File: src/hdl/aiu_regs.svh
// opcode map, field positions and timing counts of the arithmetic unit
// assumes: included by the unit only; the package does not include it
`ifndef AIU_REGS_SVH
`define AIU_REGS_SVH
// ====================================================================
// instruction set size and opcode groups (upper nibble)
`define AIU_INSN_TOTAL   112
`define AIU_GRP_ADD      4'h2
`define AIU_GRP_ADD_WITH_CARRY_OP     4'h3
`define AIU_GRP_SUBTRACT_WITH_BORROW_OP     4'h9
`define AIU_OP_MUL       8'ha4
`define AIU_OP_DIV       8'h84
`define AIU_OP_DA        8'hd4
`define AIU_OP_LJMP      8'h02
`define AIU_OP_LCALL     8'h12
`define AIU_OP_UNDEF     8'ha5
`define AIU_PAGE_LOW     5'h01
// ====================================================================
// operand source (lower nibble)
`define AIU_SRC_IMM      4'h4
`define AIU_SRC_DIR      4'h5
// ====================================================================
// decimal adjust figures and bit positions
`define AIU_BCD_MAX      4'h9
`define AIU_BCD_FIX      4'h6
`define AIU_MSB          7
`define AIU_PAGE_HI      15
`define AIU_PAGE_LO      11
// ====================================================================
// machine cycle counts and instruction lengths in bytes
`define AIU_CYC_1        3'h1
`define AIU_CYC_2        3'h2
`define AIU_CYC_4        3'h4
`define AIU_LEN_1        2'h1
`define AIU_LEN_2        2'h2
`define AIU_LEN_3        2'h3
`endif

File: src/hdl/aiu_pkg.sv
// types shared by the arithmetic unit and its bench
// assumes: compiled before the unit
package aiu_pkg;
  // ==================================================================
  // sequencer states, gray along idle -> run
  typedef enum logic [1:0] {
    AIU_IDLE = 2'b00,
    AIU_RUN  = 2'b01
  } aiu_state_t;
  // ==================================================================
  // operation performed by the unit
  typedef enum logic [2:0] {
    AIU_NONE = 3'h0,
    AIU_ADD  = 3'h1,
    AIU_ADD_WITH_CARRY_OP = 3'h2,
    AIU_SUBTRACT_WITH_BORROW_OP = 3'h3,
    AIU_MUL  = 3'h4,
    AIU_DIV  = 3'h5,
    AIU_DA   = 3'h6
  } aiu_kind_t;
endpackage

File: src/hdl/aiu_unit.sv
// arithmetic instruction unit: add, subtract, multiply, divide, bcd adjust
// assumes: core hands over one opcode with its bytes per request, one
// machine cycle per MCLK, operand already fetched into OP_DATA
`timescale 1ns/1ns
`include "aiu_regs.svh"

module aiu_unit (
  // clock and reset
  input  wire logic                MCLK,
  input  wire logic                SYS_RST,
  // instruction request
  input  wire logic                OP_VALID,
  input  wire logic [7:0]          OP_CODE,
  input  wire logic [7:0]          OP_BYTE2,
  input  wire logic [7:0]          OP_BYTE3,
  input  wire logic [7:0]          OP_DATA,
  input  wire logic [15:0]         PC_NEXT,
  // register loads from the core
  input  wire logic                ACC_LOAD,
  input  wire logic [7:0]          ACC_LOAD_DATA,
  input  wire logic                B_LOAD,
  input  wire logic [7:0]          B_LOAD_DATA,
  input  wire logic                FLAG_LOAD,
  input  wire logic [2:0]          FLAG_LOAD_DATA,
  // status and results
  output logic                     OP_READY,
  output logic                     OP_DONE,
  output logic [7:0]               ACC,
  output logic [7:0]               B_OUT,
  output logic                     CARRY,
  output logic                     AUX_CARRY,
  output logic                     OVERFLOW,
  output logic [1:0]               INSN_LEN,
  output logic [2:0]               INSN_CYC,
  output logic                     INSN_UNDEF,
  output logic [15:0]              JUMP_TARGET,
  output logic                     JUMP_VALID
);
  import aiu_pkg::*;

  // ==================================================================
  // decoding helpers, used by the sequencer and the datapath
  // opcode to kind
  function automatic aiu_kind_t kind_of(input logic [7:0] op);
    logic [3:0] hi;
    hi = op[7:4];
    kind_of = AIU_NONE;
    if (op == `AIU_OP_MUL) kind_of = AIU_MUL;
    else if (op == `AIU_OP_DIV) kind_of = AIU_DIV;
    else if (op == `AIU_OP_DA) kind_of = AIU_DA;
    else if (op[3:0] >= `AIU_SRC_IMM) begin
      if (hi == `AIU_GRP_ADD) kind_of = AIU_ADD;
      else if (hi == `AIU_GRP_ADD_WITH_CARRY_OP) kind_of = AIU_ADD_WITH_CARRY_OP;
      else if (hi == `AIU_GRP_SUBTRACT_WITH_BORROW_OP) kind_of = AIU_SUBTRACT_WITH_BORROW_OP;
    end
  endfunction

  function automatic logic [4:0] fmt_of(input logic [7:0] op);
    fmt_of = {`AIU_LEN_1, `AIU_CYC_1};
    if (op == `AIU_OP_MUL || op == `AIU_OP_DIV)
      fmt_of = {`AIU_LEN_1, `AIU_CYC_4};
    else if (op == `AIU_OP_LJMP || op == `AIU_OP_LCALL)
      fmt_of = {`AIU_LEN_3, `AIU_CYC_2};
    else if (op[4:0] == `AIU_PAGE_LOW)
      fmt_of = {`AIU_LEN_2, `AIU_CYC_2};
    else if (kind_of(op) != AIU_NONE && kind_of(op) != AIU_DA &&
             (op[3:0] == `AIU_SRC_IMM || op[3:0] == `AIU_SRC_DIR))
      fmt_of = {`AIU_LEN_2, `AIU_CYC_1};
  endfunction

  // ==================================================================
  // state
  aiu_state_t  state_reg, state_next;
  logic [2:0]  cnt_reg, cnt_next;
  logic [7:0]  op_reg, op_next;
  logic [7:0]  opnd_reg, opnd_next;
  logic [7:0]  acc_reg, acc_next;
  logic [7:0]  b_reg, b_next;
  logic        cy_reg, cy_next;
  logic        ac_reg, ac_next;
  logic        ov_reg, ov_next;
  logic [4:0]  fmt_reg, fmt_next;
  logic        undef_reg, undef_next;
  logic [15:0] tgt_reg, tgt_next;
  logic        tgtv_reg, tgtv_next;
  logic        last;
  aiu_kind_t   kind;

  // ==================================================================
  // datapath results for the latched instruction
  logic [8:0]  sum9;
  logic [4:0]  lo5;
  logic [7:0]  s8;     // low 7 bits added alone, bit 7 is the carry into the sign bit
  logic        c6;
  logic [7:0]  res_acc, res_b;
  logic        res_cy, res_ac, res_ov;
  logic [15:0] prod;
  logic [8:0]  da1, da2;

  assign kind = kind_of(op_reg);
  assign last = (state_reg == AIU_RUN) && (cnt_reg == 3'h0);

  // arithmetic of every kind; only the latched kind is committed
  always_comb begin
    logic sub;
    logic cin;
    sub     = (kind == AIU_SUBTRACT_WITH_BORROW_OP);
    cin     = (kind == AIU_ADD) ? 1'b0 : (cy_reg ^ sub);
    res_acc = acc_reg;
    res_b   = b_reg;
    res_cy  = cy_reg;
    res_ac  = ac_reg;
    res_ov  = ov_reg;
    prod    = acc_reg * b_reg;
    // shared adder, borrow as inverted carry
    lo5  = {1'b0, acc_reg[3:0]} + {1'b0, sub ? ~opnd_reg[3:0] : opnd_reg[3:0]} + {4'h0, cin};
    sum9 = {1'b0, acc_reg} + {1'b0, sub ? ~opnd_reg : opnd_reg} + {8'h00, cin};
    s8   = {1'b0, acc_reg[6:0]} + {1'b0, sub ? ~opnd_reg[6:0] : opnd_reg[6:0]} + {7'h00, cin};
    c6   = s8[7];
    da1 = {1'b0, acc_reg};
    if (acc_reg[3:0] > `AIU_BCD_MAX || ac_reg)
      da1 = {1'b0, acc_reg} + {5'h00, `AIU_BCD_FIX};
    // high nibble correction including low carry
    da2 = da1;
    if (da1[8] || da1[7:4] > `AIU_BCD_MAX || cy_reg)
      da2 = da1 + {1'b0, `AIU_BCD_FIX, 4'h0};
    case (kind)
      AIU_ADD, AIU_ADD_WITH_CARRY_OP, AIU_SUBTRACT_WITH_BORROW_OP: begin
        res_acc = sum9[7:0];
        // carry or borrow out of bit7
        res_cy  = sum9[`AIU_MSB + 1] ^ sub;
        res_ac  = lo5[4] ^ sub;
        res_ov  = sum9[`AIU_MSB + 1] ^ c6;
      end
      AIU_MUL: begin
        // product split across b and acc
        res_b   = prod[15:8];
        res_acc = prod[7:0];
        res_cy  = 1'b0;
        res_ov  = (prod[15:8] != 8'h00);
      end
      AIU_DIV: begin
        // divide by zero leaves operands, flags overflow
        res_cy = 1'b0;
        res_ov = (b_reg == 8'h00);
        if (b_reg != 8'h00) begin
          res_acc = acc_reg / b_reg;
          res_b   = acc_reg % b_reg;
        end
      end
      AIU_DA: begin
        res_acc = da2[7:0];
        // carry only ever set here, never cleared
        res_cy  = cy_reg | da2[8] | da1[8];
      end
      default: begin
        res_acc = acc_reg;
      end
    endcase
  end

  // ==================================================================
  // sequencer and register next values
  always_comb begin
    state_next = state_reg;
    cnt_next   = cnt_reg;
    op_next    = op_reg;
    opnd_next  = opnd_reg;
    acc_next   = acc_reg;
    b_next     = b_reg;
    cy_next    = cy_reg;
    ac_next    = ac_reg;
    ov_next    = ov_reg;
    fmt_next   = fmt_reg;
    undef_next = undef_reg;
    tgt_next   = tgt_reg;
    tgtv_next  = tgtv_reg;
    case (state_reg)
      AIU_IDLE: begin
        // core loads only while idle, so no commit can collide
        if (ACC_LOAD) acc_next = ACC_LOAD_DATA;
        if (B_LOAD) b_next = B_LOAD_DATA;
        if (FLAG_LOAD) {cy_next, ac_next, ov_next} = FLAG_LOAD_DATA;
        if (OP_VALID) begin
          state_next = AIU_RUN;
          op_next    = OP_CODE;
          // immediate taken whole from the second byte
          opnd_next  = (OP_CODE[3:0] == `AIU_SRC_IMM) ? OP_BYTE2[7:0] : OP_DATA;
          // latch format, run for its cycle count
          fmt_next   = fmt_of(OP_CODE);
          cnt_next   = 3'(fmt_of(OP_CODE) - 5'h01);
          undef_next = (OP_CODE == `AIU_OP_UNDEF);
          tgtv_next  = 1'b1;
          if (OP_CODE == `AIU_OP_LJMP || OP_CODE == `AIU_OP_LCALL)
            tgt_next = {OP_BYTE2, OP_BYTE3};
          else if (OP_CODE[4:0] == `AIU_PAGE_LOW)
            tgt_next = {PC_NEXT[`AIU_PAGE_HI:`AIU_PAGE_LO], OP_CODE[7:5], OP_BYTE2};
          else
            tgtv_next = 1'b0;
        end
      end
      AIU_RUN: begin
        cnt_next = cnt_reg - 3'h1;
        if (cnt_reg == 3'h0) begin
          // commit on the last machine cycle
          state_next = AIU_IDLE;
          acc_next   = res_acc;
          b_next     = res_b;
          cy_next    = res_cy;
          ac_next    = res_ac;
          ov_next    = res_ov;
        end
      end
      default: state_next = AIU_IDLE;
    endcase
  end

  // registers only
  always_ff @(posedge MCLK) begin
    if (SYS_RST) begin
      state_reg <= AIU_IDLE;
      cnt_reg   <= 3'h0;
      op_reg    <= 8'h00;
      opnd_reg  <= 8'h00;
      acc_reg   <= 8'h00;
      b_reg     <= 8'h00;
      cy_reg    <= 1'b0;
      ac_reg    <= 1'b0;
      ov_reg    <= 1'b0;
      fmt_reg   <= 5'h00;
      undef_reg <= 1'b0;
      tgt_reg   <= 16'h0000;
      tgtv_reg  <= 1'b0;
    end else begin
      state_reg <= state_next;
      cnt_reg   <= cnt_next;
      op_reg    <= op_next;
      opnd_reg  <= opnd_next;
      acc_reg   <= acc_next;
      b_reg     <= b_next;
      cy_reg    <= cy_next;
      ac_reg    <= ac_next;
      ov_reg    <= ov_next;
      fmt_reg   <= fmt_next;
      undef_reg <= undef_next;
      tgt_reg   <= tgt_next;
      tgtv_reg  <= tgtv_next;
    end
  end

  // ==================================================================
  // outputs
  assign OP_READY    = (state_reg == AIU_IDLE);
  assign OP_DONE     = last;
  assign ACC         = acc_reg;
  assign B_OUT       = b_reg;
  assign CARRY       = cy_reg;
  assign AUX_CARRY   = ac_reg;
  assign OVERFLOW    = ov_reg;
  assign INSN_LEN    = fmt_reg[4:3];
  assign INSN_CYC    = fmt_reg[2:0];
  assign INSN_UNDEF  = undef_reg;
  assign JUMP_TARGET = tgt_reg;
  assign JUMP_VALID  = tgtv_reg;
endmodule

File: config.mk
export PLATFORM = sky130hd
export DESIGN_NAME = aiu_unit
export DESIGN_NICKNAME = d
export VERILOG_FILES = /design/src/hdl/aiu_pkg.sv /design/src/hdl/aiu_unit.sv
export VERILOG_INCLUDE_DIRS = /design/src /design/src/hdl
export SDC_FILE = /design/constraint.sdc
export NUM_CORES = 1
export LEC_CHECK = 0
export BUFFER_PORTS_ARGS = -buffer_cell sky130_fd_sc_hd__buf_4
export CAP_MARGIN = 20
export CORE_AREA = 8 8 166 168
export DETAILED_ROUTE_END_ITERATION = 10
export DIE_AREA = 0 0 174 176
export SETUP_SLACK_MARGIN = 0.2
export SLEW_MARGIN = 20
export SYNTH_ARGS = -nofsm -noshare
export SYNTH_HDL_FRONTEND = slang
export SYNTH_SLANG_ARGS = --single-unit
File: constraint.sdc
create_clock -name MCLK -period 20.3 [get_ports MCLK]
set_clock_uncertainty 0.1 [all_clocks]
set_input_delay 2.03 -clock MCLK [delete_from_list [all_inputs] [get_ports MCLK]]
set_output_delay 2.03 -clock MCLK [all_outputs]
set_load 0.01 [all_outputs]
-- After elaboration in Yosys (flattened, before gate mapping)
Cells that the tools add are included.
- register bits: 63
- bits of input ports: 73
- output and inout bits: 44
- add/subtract/negate cells: 10
- multiply operators: 1
- div/mod/pow operators: 2
- order comparisons: 4
- equality and inequality tests: 37
- muxes and demuxes: 63
- bitwise gates (word level): 9
- reductions and logical operators: 28
- operator list (cell ; number):
    $mux 8 ; 8
    $eq 8x8->1 const B ; 7
    $mux 3 ; 17
    $pmux 8 s2 ; 3
    $mux 16 ; 2
    $pmux 8 s4 ; 1
    $mux 5 ; 4
    $mux 9 ; 2
    $eq 4x2->1 const B ; 4
    $mul 8x8->16 ; 1
    $reduce_bool 8->1 ; 2
    $mux 2 ; 7
    $reduce_and 4->1 ; 3
    $mux 1 ; 10
    $reduce_and 5->1 ; 2
    $add 8x3->9 const B ; 1
    $add 8x8->9 ; 1
    $add 9x1->9 ; 1
    $add 9x7->9 const B ; 1
    $eq 3x3->1 const B ; 3
    $add 7x7->8 ; 1
    $add 8x1->8 ; 1
    $div 8x8->8 ; 1
    $eq 4x3->1 const B ; 2
    other kinds (42) ; 69

-- Logic depth before layout (Yosys ltp)
- depth after elaboration: 25
- mapped depth: 55
- mapped depth without buffers: 51

-- Worst setup path after synthesis
No wires, ideal clock.
- kind: register to register
- start: register b_reg[5], in the netlist B_OUT[5]
- end: register b_reg[1], in the netlist B_OUT[1]
- library setup time: 0.141 ns
- data arrival time: 10.905 ns
- path slack: 9.153 ns
- stages on the path, launching flop included: 50
- buffers on the path: 5
- period minus slack after synthesis: 11.147 ns
- cell sequence: dfxtp_1 -> buf_6 -> or4_1 -> buf_2 -> nor2_1 -> a21oi_1 -> a21oi_1 -> ha_1 -> or4b_2 -> o311a_1 -> o22a_1 -> ha_1 -> a21oi_1 -> a2bb2oi_1 -> a41o_1 -> a22oi_1 -> ha_1 -> a21oi_1 -> (+14 left out) -> ha_1 -> inv_1 -> o21bai_1 -> a41oi_1 -> o2bb2ai_1 -> clkbuf_1 -> nor2_1 -> a21oi_1 -> fa_1 -> a211oi_1 -> o21bai_1 -> a21oi_1 -> a31oi_1 -> clkbuf_1 -> a31oi_1 -> a21oi_1 -> a311oi_1 -> a211oi_1
- longest elaborated chain between the ends: 5
- elaborated cells on any way between the ends: 9
- those cells by class: mul: 1; div: 1; eq/ne: 1; mux: 4; reduce/logical: 2
- ends and longest elaborated chain (element ; line ; source):
    start, declared ; aiu_unit.sv:78 ; logic [7:0] b_reg, b_next;
    start signal, assigned ; aiu_unit.sv:240 ; b_reg <= b_next;
    $mod 8x8->8 ; aiu_unit.sv:148 ; res_b = acc_reg % b_reg;
    $mux 8 ; aiu_unit.sv:146 ; if (b_reg != 8'h00) begin
    $pmux 8 s2 ; aiu_unit.sv:127 ; case (kind)
    $mux 8 ; aiu_unit.sv:204 ; if (cnt_reg == 3'h0) begin
    $pmux 8 s2 ; aiu_unit.sv:178 ; case (state_reg)
Several ways; a longest one is shown, not always the timed one. The select of a mux whose other input is x is not followed.
A chain may end at the register's enable or synchronous reset.

-- Worst setup path after layout
- start: register b_reg[7], in the netlist B_OUT[7]
- end: register b_reg[3], in the netlist B_OUT[3]
Same word-level chain as after synthesis.

==> results by group <==
Critical path
  – Reg-to-Reg End: B_OUT[3]
  – Delay-heaviest family, CP: compound AO/OA/AOI/OAI gates
  – CP Capture Type: register
  – CP max-delay cell: a31oi_1
  – WP data required: 20420 ps
  – Startpoint Class: register
  – Worst r2r src: B_OUT[7]
  – Setup Crit Path Kind: reg2reg
  – Critical Path AT: 13890 ps
  – Max FO, Critical Path: 13
  – Worst reg2reg path depth: 45
  – CP most frequent cell: ha_1
  – Reg2Reg Setup Slack: 6530 ps
  – CP peak stage delay: 870 ps
  – WP buf/inv: 4

Yosys
  – Cell Area, Synth: 0.00758 mm²
  – Mapped Nets: 1194
  – FFs w/ async S/R, synth: 0%
  – Cells after synthesis: 995
  – Main flop type after synthesis: dfxtp_1
  – Seq cells post-synth: 62
  – Synth top area cells: dfxtp_1 16%, ha_1 14%, fa_1 10%, nand2_1 6.2%, nor2_1 5.8%
  – Netlist cell types: 69
  – Post-synth EDFFs: 0
  – Area leader, netlist: dfxtp_1
  – Post-synthesis sequential area ratio: 16.4%
  – Mean post-synth cell area: 7.62 µm²
  – Synth Warn #: 0
  – Area share of the largest cell type after synthesis: 16.4%

Placement
  – Port Buffers: 105
  – Placed inst area: 0.00866 mm²
  – Placed wire-length estimate: 19000 µm
  – GPL Wtd Cong: 0.911

Clock network
  – Clock latency on the worst-skew pair: 350 ps
  – Setup Fix Bufs, Post-CTS: 0
  – # resized after CTS: 0
  – CTS Buffer Depth: 2
  – Clock slew at reported path FFs: 60 ps
  – CTS buffer count: 9
  – CTS sink cnt: 62
  – Htree depth: 3
  – CTS root buffer: clkbuf_16
  – CTS tree: done
  – CTS Hold Bufs: 0

Detailed routing
  – DR iter-0 viols: 645
  – Final wirelength: 24600 µm
  – DRC viols: 0
  – Remaining antenna violation count: 0
  – Post-DR wirelength/cell: 17.6 µm
  – Drt first pass iters: 5
  – Routed vias/inst: 5.28
  – Via Count: 7410

STA
  – Fmax: 72.6 MHz
  – Worst Tran Pin Value: 1070 ps
  – Fin. max-slew vios: 0
  – RSZ-0062 raised after global routing: no
  – Max-Slew Margin vs Limit: 28.6%
  – Part of the cycle the worst path needs: 67.8%
  – Final Hold Fails: 0
  – Final min period: 13770 ps
  – Final setup violation count: 0
  – TNS Setup: 0 ps

Finish
  – Layout area overhead: 18.4%
  – Max FFs per register: 16
  – Cell area after layout: 0.00898 mm²
  – Diodes inserted: 0
  – Share of layout cells above drive strength 1: 14.2%
  – Layout Nets: 1267

Global routing
  – Vias in the first global route: 7194
  – Largest net degree at the start of global routing: 65
  – Met2 usage: 24.7%
  – Total GRT Usage: 15.7%
  – M3 GR Usage: 4.32%
  – Initial antenna violation count: 1
  – Global route overflow: 0
  – Busiest grt layer: met2
  – First-pass GRT wire length: 39000 µm
  – M1 GR Usage: 20.7%

Floorplan
  – Core area: 0.0248 mm²
  – Starting density of the core: 30.6%
  – I/O pin count: 117
  – Row cnt: 58
  – DIE AREA: 0.0306 mm²
  – Die Wd: 174 µm
  – Die H: 176 µm

Power
  – Power density over the cells: 201 mW/mm²
  – Leakage power: 4.11 nW
  – Logic pwr share: 82.0%
  – Net Switching: 0.933 mW
  – Clock power share: 9.6%
  – Sw Share: 51.5%
  – Pint: 0.877 mW
  – Sequential share of power: 8.3%
  – Maximum vdd drop: 0.000386 V

Min path
  – Hold Crit Class: reg2reg
  – Min-delay src: op_reg[1]
  – Worst hold path depth: 2
  – Hold worst-path end: op_reg[1]

Flow run
  – Max_cap viols: 0

Outcome
  – Status: finished clean
-- routing by layer --
layer	part of all wire [%]	up-vias
li1	-	3654
met1	45	3475
met2	45	246
met3	8.2	33
met4	1.8	2
met5	0.053	-
-- tightest hold or removal path: cells and delay by family (launching register included) --
family             cells  cell delay (ps)
and+or+nand+nor        1               50
AOI/OAI and AO/OA      1               50
DFF                    1              300
-- synthesized netlist by cell type, drive strengths merged (10+ instances only) --
cell    instances
clkbuf         49
o21a           13
or3            10
dfxtp          62
nor2          117
xor2           23
inv            77
nor3           21
a21oi          71
a31oi          13
nand2         126
a211oi         13
fa             39
o21ai          46
nand3          10
a311oi         24
mux2i          12
ha             87
a21o           12
xnor2          33
-- area by class of cell --
class                   instances  area, µm²
flip-flops and latches         62       1240
fillers                      2678      15800
inverters                      78        293
multi-input cells             803       5860
clock buffers                   9        225
repair buffers                114        856
clock inverters                 7       97.6
well taps                     330        413
-- power groups by stage --
stage                     combinational [mW]  sequential (mW)  clock [mW]
after floorplan                         1.18            0.143           0
after CTS                               1.47            0.151       0.177
after global routing                    1.67            0.153       0.182
after global placement                  1.45            0.153           0
after detailed placement                1.46            0.153           0
final                                   1.48            0.151       0.174
-- placed cells by master, fill, tap and decap left out, drive strengths merged, types with 5 or more instances in the layout --
master    n
nand2   126
nor2    117
buf     114
ha       87
inv      78
a21oi    71
dfxtp    62
o21ai    46
fa       39
xnor2    33
a311oi   24
xor2     23
nor3     21
o21a     13
a211oi   13
a31oi    13
mux2i    12
a21o     12
nand3    10
or3      10
o211ai    9
and2      9
a221oi    9
clkbuf    9
nor2b     9
nand2b    8
mux2      7
nor4      6
o21bai    6
and3      5
-- worst max path at each step --
stage                        start        to  depth (start not counted)
after global placement    B_OUT[7]  B_OUT[3]                         43
after detailed placement  B_OUT[7]  B_OUT[3]                         45
after CTS                 B_OUT[7]  B_OUT[3]                         45
final                     B_OUT[7]  B_OUT[3]                         45
after global routing      B_OUT[7]  B_OUT[6]                         46
after floorplan           B_OUT[5]  B_OUT[1]                         49
-- cells by family after synthesis --
family,after synthesis,share of synthesized area (%)
simple gates,342,20.3
fa+ha+maj,126,24.6
xor+xnor,56,6.47
mux,19,2.62
flops,62,16.4
compound gates,260,23.1
buf+inv,130,6.55
-- metrics by stage --
step | util [%] | std cells | power, mW | hold slack, ps | setup WS (ps)
global placement | 34.9 | 1387 | 1.60 | 346 | 6820
CTS | 36.2 | 1403 | 1.80 | 355 | 6700
floorplan | - | 995 | 1.33 | 332 | 9150
finish | 36.2 | 1403 | 1.81 | 355 | 6530
detailed placement | 34.9 | 1387 | 1.62 | 344 | 6750
global route | 36.2 | 1403 | 2.00 | 380 | 5430
Note: power is estimated with default switching activity, not from simulation.
